[src/hdl/upg_pkg.sv]
package upg_pkg;
	localparam logic [2:0] OFF_ACCESS_CTRL  = 3'h0;
	localparam logic [2:0] OFF_ACCESS_ADDR  = 3'h1;
	localparam logic [2:0] OFF_ACCESS_WDATA = 3'h2;
	localparam logic [2:0] OFF_ACCESS_RDATA = 3'h3;
	localparam logic [2:0] OFF_INT_STATUS   = 3'h4;
	localparam logic [2:0] OFF_INT_MASK     = 3'h5;
	localparam logic [2:0] OFF_POWER        = 3'h6;
	localparam logic [2:0] OFF_LINK_INFO    = 3'h7;

	localparam int CTRL_REQUEST = 0;
	localparam int CTRL_READ    = 1;
	localparam int CTRL_DONE    = 2;
	localparam int CTRL_BUSY    = 3;

	localparam int ST_DONE   = 0;
	localparam int ST_VBUS   = 1;
	localparam int ST_BABBLE = 2;
	localparam int ST_SOF    = 3;
	localparam int INT_W     = 4;

	localparam int PWR_SUSPEND_EN = 0;
	localparam int PWR_SUSPEND    = 1;
	localparam int PWR_RESUME     = 2;
	localparam int PWR_HALTED     = 3;

	localparam logic [INT_W-1:0] RST_INT_MASK   = 4'h0;
	localparam logic             RST_SUSPEND_EN = 1'h1;

	localparam logic [1:0] CMD_REG_WRITE = 2'h2;
	localparam logic [1:0] CMD_REG_READ  = 2'h3;
	localparam int         SYNC_W        = 11;

	typedef enum logic [2:0] {
		G_IDLE = 3'b001,
		G_HW   = 3'b010,
		G_SW   = 3'b100
	} upg_gate_e;

	typedef enum logic [5:0] {
		E_IDLE = 6'b000001,
		E_CMD  = 6'b000010,
		E_WDAT = 6'b000100,
		E_STOP = 6'b001000,
		E_TURN = 6'b010000,
		E_RDAT = 6'b100000
	} upg_eng_e;
endpackage : upg_pkg

[src/hdl/upg_acc_if.sv]
`timescale 1ns/1ps
`default_nettype none
interface upg_acc_if;
	logic       start;
	logic       isWrite;
	logic [5:0] addr;
	logic [7:0] wdata;
	logic [7:0] rdata;
	logic       done;
	logic       busy;
	modport gate   (output start, isWrite, addr, wdata, input rdata, done, busy);
	modport engine (input start, isWrite, addr, wdata, output rdata, done, busy);
endinterface : upg_acc_if
`default_nettype wire

[src/hdl/upg_ulpi_engine.sv]
`timescale 1ns/1ps
`default_nettype none
module upg_ulpi_engine (
	input  wire logic       clk,
	input  wire logic       rst,
	input  wire logic       ce,
	input  wire logic       ulpiClk,
	input  wire logic       ulpiDir,
	input  wire logic       ulpiNxt,
	input  wire logic [7:0] ulpiDataIn,
	output var  logic [7:0] ulpiDataOut,
	output var  logic       ulpiDataOe,
	output var  logic       ulpiStp,
	upg_acc_if.engine       acc
);
	logic [upg_pkg::SYNC_W-1:0] pinVec;
	logic [upg_pkg::SYNC_W-1:0] syncA;
	logic [upg_pkg::SYNC_W-1:0] syncB;
	logic [upg_pkg::SYNC_W-1:0] syncC;
	logic [upg_pkg::SYNC_W-1:0] agreed;
	logic                       linkRise;
	logic                       linkDir;
	logic                       linkNxt;
	upg_pkg::upg_eng_e          state;

	assign pinVec   = {ulpiDataIn, ulpiNxt, ulpiDir, ulpiClk};
	assign linkRise = syncB[0] & syncC[0] & ~agreed[0];
	assign linkDir  = agreed[1];
	assign linkNxt  = agreed[2];

	genvar i;
	generate
		for (i = 0; i < upg_pkg::SYNC_W; i++) begin : g_sync
			always_ff @(posedge clk) begin
				if (rst) begin
					syncA[i]  <= 1'b0;
					syncB[i]  <= 1'b0;
					syncC[i]  <= 1'b0;
					agreed[i] <= 1'b0;
				end else if (ce) begin
					syncA[i] <= pinVec[i];
					syncB[i] <= syncA[i];
					syncC[i] <= syncB[i];
					if (syncB[i] == syncC[i]) begin
						agreed[i] <= syncC[i];
					end
				end
			end
		end
	endgenerate

	// One register transfer at a time, retried if the PHY takes the bus during the command byte
	always_ff @(posedge clk) begin
		if (rst) begin
			state       <= upg_pkg::E_IDLE;
			ulpiDataOut <= 8'h00;
			ulpiDataOe  <= 1'b0;
			ulpiStp     <= 1'b0;
			acc.rdata   <= 8'h00;
			acc.done    <= 1'b0;
			acc.busy    <= 1'b0;
		end else if (ce) begin
			acc.done <= 1'b0;
			if (acc.start) begin
				acc.busy <= 1'b1;
			end
			case (state)
				upg_pkg::E_IDLE: begin
					if (acc.busy && linkRise && !linkDir) begin
						ulpiDataOut <= {acc.isWrite ? upg_pkg::CMD_REG_WRITE : upg_pkg::CMD_REG_READ, acc.addr};
						ulpiDataOe  <= 1'b1;
						state       <= upg_pkg::E_CMD;
					end
				end
				upg_pkg::E_CMD: begin
					if (linkRise && linkDir) begin
						ulpiDataOe <= 1'b0;
						state      <= upg_pkg::E_IDLE;
					end else if (linkRise && linkNxt && acc.isWrite) begin
						ulpiDataOut <= acc.wdata;
						state       <= upg_pkg::E_WDAT;
					end else if (linkRise && linkNxt) begin
						ulpiDataOut <= 8'h00;
						ulpiDataOe  <= 1'b0;
						state       <= upg_pkg::E_TURN;
					end
				end
				upg_pkg::E_WDAT: begin
					if (linkRise && linkNxt) begin
						ulpiDataOut <= 8'h00;
						ulpiStp     <= 1'b1;
						state       <= upg_pkg::E_STOP;
					end
				end
				upg_pkg::E_STOP: begin
					if (linkRise) begin
						ulpiStp    <= 1'b0;
						ulpiDataOe <= 1'b0;
						acc.done   <= 1'b1;
						acc.busy   <= 1'b0;
						state      <= upg_pkg::E_IDLE;
					end
				end
				upg_pkg::E_TURN: begin
					if (linkRise && linkDir) begin
						state <= upg_pkg::E_RDAT;
					end
				end
				upg_pkg::E_RDAT: begin
					if (linkRise) begin
						acc.rdata <= agreed[10:3];
						acc.done  <= 1'b1;
						acc.busy  <= 1'b0;
						state     <= upg_pkg::E_IDLE;
					end
				end
				default: begin
					state <= upg_pkg::E_IDLE;
				end
			endcase
		end
	end
endmodule : upg_ulpi_engine
`default_nettype wire

[src/hdl/upg_gate.sv]
// The Avalon-MM register port and the register offsets are this design's own decisions.
`timescale 1ns/1ps
`default_nettype none
module upg_gate (
	input  wire logic        clk,
	input  wire logic        rst,
	input  wire logic        ce,
	input  wire logic [4:0]  address,
	input  wire logic        read,
	input  wire logic        write,
	input  wire logic [31:0] writedata,
	input  wire logic [3:0]  byteenable,
	output var  logic [31:0] readdata,
	output var  logic        waitrequest,
	output var  logic        irq,
	input  wire logic        hostRole,
	input  wire logic        txRequest,
	input  wire logic        txActive,
	input  wire logic        busQuiet,
	input  wire logic        vbusErrorEvt,
	input  wire logic        babbleEvt,
	input  wire logic        sofEvt,
	input  wire logic        hwAccessReq,
	input  wire logic        hwAccessWrite,
	input  wire logic [5:0]  hwAccessAddr,
	input  wire logic [7:0]  hwAccessWdata,
	output var  logic        hwAccessDone,
	output var  logic [7:0]  hwAccessRdata,
	output var  logic        txGrant,
	output var  logic        busHalted,
	output var  logic        phySuspendEnable,
	output var  logic        busSuspendReq,
	output var  logic        busResumePulse,
	input  wire logic        ulpiClk,
	input  wire logic        ulpiDir,
	input  wire logic        ulpiNxt,
	input  wire logic [7:0]  ulpiDataIn,
	output var  logic [7:0]  ulpiDataOut,
	output var  logic        ulpiDataOe,
	output var  logic        ulpiStp
);
	upg_acc_if acc ();

	upg_pkg::upg_gate_e            state;
	logic                          swPending;
	logic                          swRead;
	logic                          swDone;
	logic [5:0]                    swAddr;
	logic [7:0]                    swWdata;
	logic [7:0]                    swRdata;
	logic [upg_pkg::INT_W-1:0]     status;
	logic [upg_pkg::INT_W-1:0]     mask;
	logic [upg_pkg::INT_W-1:0]     statusSet;
	logic                          busAccess;
	logic                          regWrite;
	logic                          regRead;
	logic                          swSafe;
	logic                          launchHw;
	logic                          launchSw;
	logic                          errEvt;
	logic [31:0]                   next_readdata;

	upg_ulpi_engine u_engine (
		.clk         (clk),
		.rst         (rst),
		.ce          (ce),
		.ulpiClk     (ulpiClk),
		.ulpiDir     (ulpiDir),
		.ulpiNxt     (ulpiNxt),
		.ulpiDataIn  (ulpiDataIn),
		.ulpiDataOut (ulpiDataOut),
		.ulpiDataOe  (ulpiDataOe),
		.ulpiStp     (ulpiStp),
		.acc         (acc.engine)
	);

	assign busAccess = (read | write) & waitrequest;
	assign regWrite  = busAccess & write & byteenable[0];
	assign regRead   = busAccess & read;
	assign errEvt    = vbusErrorEvt | babbleEvt;
	// Safe when quiet bus state or no transmit
	assign swSafe    = busQuiet | busHalted | (~txActive & ~txRequest);
	assign launchHw  = (state == upg_pkg::G_IDLE) & hwAccessReq & ~hwAccessDone;
	assign launchSw  = (state == upg_pkg::G_IDLE) & ~hwAccessReq & swPending & swSafe & ~txGrant;

	assign statusSet = {sofEvt, babbleEvt, vbusErrorEvt, acc.done & (state == upg_pkg::G_SW)};

	always_comb begin
		next_readdata = 32'h0000_0000;
		case (address[4:2])
			upg_pkg::OFF_ACCESS_CTRL: begin
				next_readdata[upg_pkg::CTRL_REQUEST] = swPending;
				next_readdata[upg_pkg::CTRL_READ]    = swRead;
				next_readdata[upg_pkg::CTRL_DONE]    = swDone;
				next_readdata[upg_pkg::CTRL_BUSY]    = acc.busy;
			end
			upg_pkg::OFF_ACCESS_ADDR:  next_readdata[5:0] = swAddr;
			upg_pkg::OFF_ACCESS_WDATA: next_readdata[7:0] = swWdata;
			upg_pkg::OFF_ACCESS_RDATA: next_readdata[7:0] = swRdata;
			upg_pkg::OFF_INT_STATUS:   next_readdata[upg_pkg::INT_W-1:0] = status;
			upg_pkg::OFF_INT_MASK:     next_readdata[upg_pkg::INT_W-1:0] = mask;
			upg_pkg::OFF_POWER: begin
				next_readdata[upg_pkg::PWR_SUSPEND_EN] = phySuspendEnable;
				next_readdata[upg_pkg::PWR_SUSPEND]    = busSuspendReq;
				next_readdata[upg_pkg::PWR_HALTED]     = busHalted;
			end
			upg_pkg::OFF_LINK_INFO:    next_readdata[3:0] = {swSafe, busQuiet, txActive, hostRole};
			default:                   next_readdata = 32'h0000_0000;
		endcase
	end

	// Slave answers one cycle after the request
	always_ff @(posedge clk) begin
		if (rst) begin
			waitrequest <= 1'b1;
			readdata    <= 32'h0000_0000;
		end else if (ce) begin
			if (!waitrequest) begin
				waitrequest <= 1'b1;
			end else if (read || write) begin
				waitrequest <= 1'b0;
				readdata    <= read ? next_readdata : 32'h0000_0000;
			end
		end
	end

	// Access registers, frozen while a request is pending
	always_ff @(posedge clk) begin
		if (rst) begin
			swPending <= 1'b0;
			swRead    <= 1'b0;
			swDone    <= 1'b0;
			swAddr    <= 6'h00;
			swWdata   <= 8'h00;
			swRdata   <= 8'h00;
		end else if (ce) begin
			if (state == upg_pkg::G_SW && acc.done) begin
				swPending <= 1'b0;
				swDone    <= 1'b1;
				swRdata   <= acc.rdata;
			end else if (regWrite && !swPending) begin
				case (address[4:2])
					upg_pkg::OFF_ACCESS_CTRL: begin
						swRead <= writedata[upg_pkg::CTRL_READ];
						if (writedata[upg_pkg::CTRL_REQUEST]) begin
							swPending <= 1'b1;
							swDone    <= 1'b0;
						end
					end
					upg_pkg::OFF_ACCESS_ADDR:  swAddr  <= writedata[5:0];
					upg_pkg::OFF_ACCESS_WDATA: swWdata <= writedata[7:0];
					default: begin
					end
				endcase
			end
		end
	end

	// One owner of the register engine at a time
	always_ff @(posedge clk) begin
		if (rst) begin
			state         <= upg_pkg::G_IDLE;
			acc.start     <= 1'b0;
			acc.isWrite   <= 1'b0;
			acc.addr      <= 6'h00;
			acc.wdata     <= 8'h00;
			hwAccessDone  <= 1'b0;
			hwAccessRdata <= 8'h00;
		end else if (ce) begin
			acc.start    <= 1'b0;
			hwAccessDone <= 1'b0;
			case (state)
				upg_pkg::G_IDLE: begin
					if (launchHw) begin
						acc.start   <= 1'b1;
						acc.isWrite <= hwAccessWrite;
						acc.addr    <= hwAccessAddr;
						acc.wdata   <= hwAccessWdata;
						state       <= upg_pkg::G_HW;
					end else if (launchSw) begin
						acc.start   <= 1'b1;
						acc.isWrite <= ~swRead;
						acc.addr    <= swAddr;
						acc.wdata   <= swWdata;
						state       <= upg_pkg::G_SW;
					end
				end
				upg_pkg::G_HW: begin
					if (acc.done) begin
						hwAccessDone  <= 1'b1;
						hwAccessRdata <= acc.rdata;
						state         <= upg_pkg::G_IDLE;
					end
				end
				upg_pkg::G_SW: begin
					if (acc.done) begin
						state <= upg_pkg::G_IDLE;
					end
				end
				default: begin
					state <= upg_pkg::G_IDLE;
				end
			endcase
		end
	end

	// Transmit held off while the engine is owned
	always_ff @(posedge clk) begin
		if (rst) begin
			txGrant <= 1'b0;
		end else if (ce) begin
			txGrant <= txRequest & ~busHalted & ~errEvt & (state == upg_pkg::G_IDLE) & ~launchHw & ~launchSw;
		end
	end

	// Error halts the bus until software releases it
	always_ff @(posedge clk) begin
		if (rst) begin
			busHalted <= 1'b0;
		end else if (ce) begin
			if (errEvt) begin
				busHalted <= 1'b1;
			end else if (regWrite && address[4:2] == upg_pkg::OFF_POWER && writedata[upg_pkg::PWR_HALTED]) begin
				busHalted <= 1'b0;
			end
		end
	end

	always_ff @(posedge clk) begin
		if (rst) begin
			phySuspendEnable <= upg_pkg::RST_SUSPEND_EN;
			busSuspendReq    <= 1'b0;
			busResumePulse   <= 1'b0;
			mask             <= upg_pkg::RST_INT_MASK;
		end else if (ce) begin
			busResumePulse <= 1'b0;
			if (regWrite && address[4:2] == upg_pkg::OFF_POWER) begin
				phySuspendEnable <= writedata[upg_pkg::PWR_SUSPEND_EN];
				busSuspendReq    <= writedata[upg_pkg::PWR_SUSPEND];
				busResumePulse   <= writedata[upg_pkg::PWR_RESUME];
			end
			if (regWrite && address[4:2] == upg_pkg::OFF_INT_MASK) begin
				mask <= writedata[upg_pkg::INT_W-1:0];
			end
		end
	end

	// Sticky flags, read clears, new event wins
	always_ff @(posedge clk) begin
		if (rst) begin
			status <= {upg_pkg::INT_W{1'b0}};
			irq    <= 1'b0;
		end else if (ce) begin
			if (regRead && address[4:2] == upg_pkg::OFF_INT_STATUS) begin
				status <= statusSet;
			end else begin
				status <= status | statusSet;
			end
			irq <= |(status & mask);
		end
	end
endmodule : upg_gate
`default_nettype wire

[config.mk]
export PLATFORM = sky130hd
export DESIGN_NAME = upg_gate
export DESIGN_NICKNAME = d
export VERILOG_FILES = /design/src/hdl/upg_pkg.sv /design/src/hdl/upg_acc_if.sv /design/src/hdl/upg_ulpi_engine.sv /design/src/hdl/upg_gate.sv
export SDC_FILE = /design/constraint.sdc
export NUM_CORES = 1
export LEC_CHECK = 0
export ABC_AREA = 1
export BUFFER_PORTS_ARGS = -buffer_cell sky130_fd_sc_hd__buf_4
export CELL_PAD_IN_SITES_DETAIL_PLACEMENT = 0
export CELL_PAD_IN_SITES_GLOBAL_PLACEMENT = 1
export CORE_MARGIN = 3
export CORE_UTILIZATION = 35
export DETAILED_ROUTE_END_ITERATION = 8
export GPL_TIMING_DRIVEN = 1
export HOLD_SLACK_MARGIN = 0.08
export PLACE_DENSITY_LB_ADDON = 0.1
export SLEW_MARGIN = 20
export SYNTH_ARGS = -nofsm -noshare
export SYNTH_HDL_FRONTEND = slang
export SYNTH_SLANG_ARGS = --single-unit
[constraint.sdc]
create_clock -name clk -period 1.5 [get_ports clk]
set_input_delay 0.075 -clock clk [delete_from_list [all_inputs] [get_ports clk]]
set_output_delay 0.075 -clock clk [all_outputs]
set_load 0.005 [all_outputs]
# Word level (Yosys, flattened, before mapping)
# Index checks and enable logic that the tools add are counted.
# Widths: inputs -> output; s select.
# totals
reg_bits,170
input_bits,80
out_inout_bits,58
# op_classes
n_eq_ne,38
mux,62
n_bitwise,37
n_reduce_logical,54
# op_table
operator,count
$mux 8,7
$mux 6,9
$mux 1,32
$pmux 6 s5,1
$reduce_and 2->1,15
$pmux 8 s3,1
$reduce_and 4->1,6
$and 1x1->1,19
$pmux 2 s8,1
$eq 3x3->1 const B,5
$reduce_and 3->1,5
$ne 2x1->1 const B,6
$not 1->1,12
$reduce_and 6->1,2
$reduce_bool 2->1,6
$eq 1x1->1,11
$logic_and 1x1->1,11
$eq 3x2->1 const B,3
$mux 3,3
$pmux 1 s8,1
$pmux 1 s7,1
$eq 3x1->1 const B,2
$eq 6x1->1 const B,1
$eq 6x2->1 const B,1
24 further kinds,30

# Logic depth before layout (Yosys ltp)
# logic_depth
ltp_word,8
ltp_mapped,11
mapped_depth_nobuf,11

# Cells and area by module
# A second synthesis with hierarchy kept.
# hier_totals
hier_cells,1000
area_unflattened_um2,6911.6
# by_module_without_submodules
mod,instances,cells_each,area_per_inst_um2
upg_gate,1,558,3777.4
upg_ulpi_engine,1,442,3134.3

# Least setup slack after synthesis
# No wires, ideal clock.
# synth_timing
path_kind,register -> register
from,register u_engine.syncC[0] in the netlist's numbering
to,register u_engine.ulpiDataOe
setup_time_ps,115
t_arrival_ps,1359
required_time_ps,1385
path_slack_ps,26
stages_incl_launch_ff,9
path_buffers,0
synth_period_minus_slack_ps,1474
path_cell_list,dfxtp_1 -> ha_1 -> nand4_2 -> clkinv_1 -> nand3_1 -> nand2_1 -> inv_1 -> a21oi_1 -> nor2_1
# synth_between
elab_chain_cells,6
elab_cells_between_ends,14
# synth_lines
item,line_no,text
start: declaration,upg_ulpi_engine.sv:19,logic [upg_pkg::SYNC_W-1:0] syncC;
start signal: indexed assignment,upg_ulpi_engine.sv:43,syncC[i] <= syncB[i];
$and 1x1->1 (*) (2 in series),upg_ulpi_engine.sv:27,assign linkRise = syncB[0] & syncC[0] & ~agreed[0];
$logic_and 1x1->1 (on tied branches),"upg_ulpi_engine.sv:79, upg_ulpi_engine.sv:82, upg_ulpi_engine.sv:69",
$logic_and 1x1->1 (on tied branches),"upg_ulpi_engine.sv:79, upg_ulpi_engine.sv:69",
$ne 3x2->1 (no line) / $ne 2x1->1 (equally long branches),-,
$reduce_and 6->1 (no line),-,
end signal: assignment,upg_ulpi_engine.sv:77,ulpiDataOe <= 1'b0;
end signal: assignment,upg_ulpi_engine.sv:84,ulpiDataOe <= 1'b0;
end signal: assignment,upg_ulpi_engine.sv:98,ulpiDataOe <= 1'b0;
end: declaration,upg_ulpi_engine.sv:12,"output var logic ulpiDataOe,"
# Every way passes the cells marked *; elsewhere a longest branch is shown, timed or not.
# A chain may end at the register's enable or synchronous reset.

# Worst setup path in the final report
# layout_timing
from,register u_engine.state[5]
to,register u_engine.ulpiDataOut[7]
# layout_between
elab_chain_cells,3
elab_cells_between_ends,8
# layout_lines
item,line_no,text
start: declaration,upg_ulpi_engine.sv:24,upg_pkg::upg_eng_e state;
start signal: assignment,upg_ulpi_engine.sv:55,state <= upg_pkg::E_IDLE;
start signal: assignment,upg_ulpi_engine.sv:72,state <= upg_pkg::E_CMD;
start signal: assignment,upg_ulpi_engine.sv:78,state <= upg_pkg::E_IDLE;
"$eq 6x2->1, or another cell as far along",upg_ulpi_engine.sv:67,case (state)
"$ne 2x2->1 (no line), or another cell as far along",-,
$reduce_and 4->1 (no line),-,
end signal: assignment,upg_ulpi_engine.sv:70,"ulpiDataOut <= {acc.isWrite ? upg_pkg::CMD_REG_WRITE : upg_pkg::CMD_REG_READ, acc.addr};"
end signal: assignment,upg_ulpi_engine.sv:80,ulpiDataOut <= acc.wdata;
end: declaration,upg_ulpi_engine.sv:11,"output var logic [7:0] ulpiDataOut,"
# Several ways; a longest one is shown, not always the timed one.

==> results.md <==
- The run finished, with violations left.
- The final reports fail on negative setup slack.
- The tree is rooted in a sky130_fd_sc_hd__clkbuf_16.
- The average via count per standard cell is 4.76.
- The worst endpoint data arrival time is 1.86 ns.
- At the end of routability-driven placement, the weighted congestion stood at 0.914.
- The number of input and output port buffers inserted is 84.
- The growth of design area from synthesis to finish is 39.0%.
- For this run, the number of Yosys warnings is 0.
- For this run, the leading register cell type out of synthesis is sky130_fd_sc_hd__dfxtp_1.
- In this run the deepest clock path goes through 2 buffers.
- After clock tree synthesis, the clock-pin slew on the worst setup and hold paths is 0.06 ns.
- The category of cells accounting for the largest share of critical-path delay is simple AND/OR/NAND/NOR gates.
- The row count is 50.
- The worst setup path is launched from a register.
- The critical path contains buffers and inverters numbering 2 combined.
- The number of enable-type register cells in the synthesized netlist is 0.
- The number of antenna violations at the first check in global routing is 0.
- For this run the aggregate overflow at the end of global routing stands at 0.
- For this run, design rule violations remaining after detail routing come to 0.
- Setup repair after global routing could not meet its margin everywhere.
- The area after detailed placement is 8020 sq um.
- The total standard cell area after synthesis is 6770 sq um.
- The mean post-synth cell area is 6.97 sq um.
- For this block, the routed nets add up to 20,400 um of wire.
- 138 I/O pins were placed.
- The final routed wire length divided by cell count is 14.2 um.
- In this run the power density over the cells is 1320 nW/um^2.
- The number of pins exceeding their max-slew limit in the final report is 0.
- The die is 145 um wide.
- In this run, the number of DRC markers left after iteration 0 of detailed routing was 436.
- The maximum fanout count along the critical path is 8.
- Excluding fillers, the count of instances in the completed layout stands at 1,434.
- The minimum period implied by the final worst setup slack is 1.51 ns.
- Walking the worst path, the cells encountered are nor2_4, buf_6, nand3_4, nor2_2, nor2_2, buf_4, nand3_4, nand2_1, a21oi_2.
- The path class of the tightest hold or removal check is input port to register.
- The wire-length estimate of the detail-placed layout is 14,500 um.
- The post-route clock period utilization is 101%.
- For the final database, setup skew stands at 0.00804 ns.
- The post-synthesis sequential area ratio is 43.2%.
- The total of fill cells in the finished design is 1,927.
- STA classifies the critical path endpoint as a register.
- In this run, synthesis produced a sequential element count of 146.
- In the final timing run, aggregate negative setup slack is -0.0132 ns.
- The global-route usage over all layers is 19.3%.
- The cell count after synthesis is 971.
- Once layout is complete, the utilization of the core stands at 50.0%.
- The iteration count of the initial detailed-routing pass is 5.
- The post-route netlist has 24.4% of its cells at a drive strength greater than 1.
- The global-route wire length before repair is 33,100 um.
- The sum of internal, switching and leakage power is 12.4 mW.
- The count of vias placed by the detailed router is 6,824.
- For this run, the slowest stage of the critical path takes 0.34 ns.
- Of all flip-flops after synthesis, the portion carrying an async set or reset was 0%.
- The die is 145 um tall.
- At the pin with the least slew margin, the transition time is 0.602 ns.
- The post-detailed-route count of antenna-violating nets is 0.
- The number of max-capacitance violations reported is 0.
- The total instance count after detailed placement is 1,346.
- Entering global routing, the biggest net connects 78 pins.
- The floorplan step defined a core boundary enclosing 18,800 sq um.
- At the worst endpoint, the required time is 1.85 ns.
- The analysis attributes to cell leakage a power of 4.21 nW.
- The setup path with the least slack is of type register to register.
- TritonCTS built the clock tree.
- Setup violations remaining at the end of the flow were counted as 4.
- The insertion delay of the later-clocked pin in the worst-skew pair is 0.43 ns.
- The H-tree was split into 4 levels.
- After routing the design area is 9410 sq um.
- The relative slew slack is 59.9%.
- The achievable clock frequency is 663 MHz.
- The final hold violation count is 0.
- Buffers inserted during clock tree synthesis total 17.
- The count of different cell masters after synthesis is 39.
- The worst path setup slack after routing is -0.00919 ns.
- The number of nets in the final layout is 1,242.
- The number of global-route vias before repair came to 6,469.
- The antenna diode count is 0.
- CTS saw 146 sinks.
- The cell with the largest stage delay on the worst path is sky130_fd_sc_hd__dfxtp_2.
- The floorplan step defined a die boundary enclosing 21,000 sq um.
- The initial utilization of the core area, before any placement, comes to 36.0%.
- The largest vdd supply drop is 0.000792 V.
==> state kept, by name, summed over array words and instances (netlist names), 3 cells and up <==
| register | flops |
|---|---|
| status | 4 |
| u_engine.state | 6 |
| hwAccessRdata | 8 |
| u_engine.agreed | 9 |
| u_engine.syncC | 11 |
| u_engine.acc.rdata | 8 |
| u_engine.ulpiDataOut | 8 |
| mask | 4 |
| readdata | 8 |
| acc.wdata | 8 |
| u_engine.syncB | 11 |
| state | 3 |
| u_engine.syncA | 11 |
| swAddr | 6 |
| swWdata | 8 |
| acc.addr | 6 |
| swRdata | 8 |
==> cells in the final DEF, fill, tap and decap left out, types with 3 or more instances in the layout <==
cell type	netlist	final
sky130_fd_sc_hd__bufinv_16	0	3
sky130_fd_sc_hd__nor2_4	5	10
sky130_fd_sc_hd__inv_1	74	70
sky130_fd_sc_hd__nand3_4	0	4
sky130_fd_sc_hd__o21ai_0	105	99
sky130_fd_sc_hd__dfxtp_2	0	9
sky130_fd_sc_hd__nand3_2	4	10
sky130_fd_sc_hd__nand2_4	3	4
sky130_fd_sc_hd__nand2_2	1	16
sky130_fd_sc_hd__buf_12	0	4
sky130_fd_sc_hd__nor2_2	4	6
sky130_fd_sc_hd__a21oi_1	95	90
sky130_fd_sc_hd__inv_2	6	9
sky130_fd_sc_hd__conb_1	1	24
sky130_fd_sc_hd__o22ai_1	3	3
sky130_fd_sc_hd__a21oi_2	1	6
sky130_fd_sc_hd__buf_4	27	158
sky130_fd_sc_hd__o21bai_1	8	8
sky130_fd_sc_hd__nor3_1	6	5
sky130_fd_sc_hd__dlygate4sd3_1	0	41
sky130_fd_sc_hd__nand3_1	62	52
sky130_fd_sc_hd__clkbuf_16	0	17
sky130_fd_sc_hd__dfxtp_1	146	136
sky130_fd_sc_hd__nand4_1	8	8
sky130_fd_sc_hd__nor2_1	133	126
sky130_fd_sc_hd__nand2_1	220	204
sky130_fd_sc_hd__o21ai_1	3	8
sky130_fd_sc_hd__inv_6	0	3
sky130_fd_sc_hd__buf_6	3	7
==> per-stage QoR <==
| step | worst slack (ns) | hold WS [ns] |
|---|---|---|
| after floorplan | 0.0255 | 0.205 |
| after global placement | -0.0532 | 0.299 |
| after detailed placement | -0.0895 | 0.302 |
| after CTS | 0.00481 | 0.105 |
| after global routing | -0.114 | 0.153 |
| final | -0.00919 | 0.107 |
==> per-layer routing <==
metal | part of all wire [%] | up-vias | routed length, um | track usage (%)
li1 | - | 3508 | - | -
met1 | 49 | 3175 | 10100 | 27.8
met2 | 45 | 127 | 9170 | 29.9
met3 | 4.5 | 14 | 911 | 3.34
met4 | 1.2 | 0 | 253 | 5.46
met5 | 0 | - | 0 | 0
==> where the power goes <==
part	leakage (nW)	total [mW]	switching (mW)	internal (mW)
combinational	2.73	3.58	1.93	1.65
clock	0.294	4.43	1.72	2.71
sequential	1.19	4.43	0.249	4.18
==> area by class of cell <==
type	count	area (sq um)	area share, %
Multi-Input combinational cell	704	3460	36.8
Sequential cell	146	2940	31.2
Timing Repair Buffer	211	1760	18.7
Clock buffer	21	460	4.89
Tap cell	260	325	3.46
Inverter	81	312	3.31
Clock inverter	11	150	1.60
==> worst reg2reg max path, delay by kind of cell, from the launching register on <==
| family | cells | cell delay, ns |
|---|---|---|
| flops | 1 | 0.34 |
| simple gates | 6 | 0.70 |
| buf+inv | 2 | 0.29 |
| compound gates | 1 | 0.13 |
==> synthesized netlist by cell type (5+ instances only) <==
library cell / number / share of area (%)
sky130_fd_sc_hd__nand3_1: 62 / 4.6
sky130_fd_sc_hd__nor2_1: 133 / 7.4
sky130_fd_sc_hd__o21bai_1: 8 / 0.89
sky130_fd_sc_hd__dfxtp_1: 146 / 43
sky130_fd_sc_hd__buf_4: 27 / 3.0
sky130_fd_sc_hd__nor2_4: 5 / 0.83
sky130_fd_sc_hd__nand4_1: 8 / 0.74
sky130_fd_sc_hd__clkbuf_1: 19 / 1.1
sky130_fd_sc_hd__inv_1: 74 / 4.1
sky130_fd_sc_hd__nor3_1: 6 / 0.44
sky130_fd_sc_hd__nand2_1: 220 / 12
sky130_fd_sc_hd__buf_2: 13 / 0.96
sky130_fd_sc_hd__o21ai_0: 105 / 7.8
sky130_fd_sc_hd__inv_2: 6 / 0.33
sky130_fd_sc_hd__a21oi_1: 95 / 7.0
==> what timing repair did <==
action | CTS | global route
buffers inserted | 3 | 12
pin swaps | 7 | 21
hold buffers | 41 | 0
hold endpoints to repair | 58 | 0
setup endpoints to repair | 27 | 60
resized for setup | 22 | 62
gates cloned | 1 | 0
==> final timing paths <==
check        slack (ns)  depth (start not counted)                              endpoint                      startpoint
max              -0.009                          9  u_engine.ulpiDataOut[7]$_SDFFE_PP0P_  u_engine.state[5]$_SDFFE_PP0P_
min                0.11                          4              waitrequest$_SDFFE_PP1P_                           write
max reg2reg      -0.009                          9  u_engine.ulpiDataOut[7]$_SDFFE_PP0P_  u_engine.state[5]$_SDFFE_PP0P_
min reg2reg        0.45                          2         hwAccessRdata[4]$_SDFFE_PP0P_   hwAccessRdata[4]$_SDFFE_PP0P_
==> cells by family (layout without fill, tap and decap cells) <==
kind of cell             after synthesis  count (layout)  share of synthesized area (%)
AO/OA/AOI/OAI                        223             223                           17.3
adder cells (fa/ha/maj)                1               1                          0.185
buffers and inverters                144             324                           10.1
flip-flops                           146             146                           43.2
other                                  1              24                         0.0554
AND/OR/NAND/NOR                      456             456                           29.3
No activity file was read; power rests on OpenSTA's default activity.
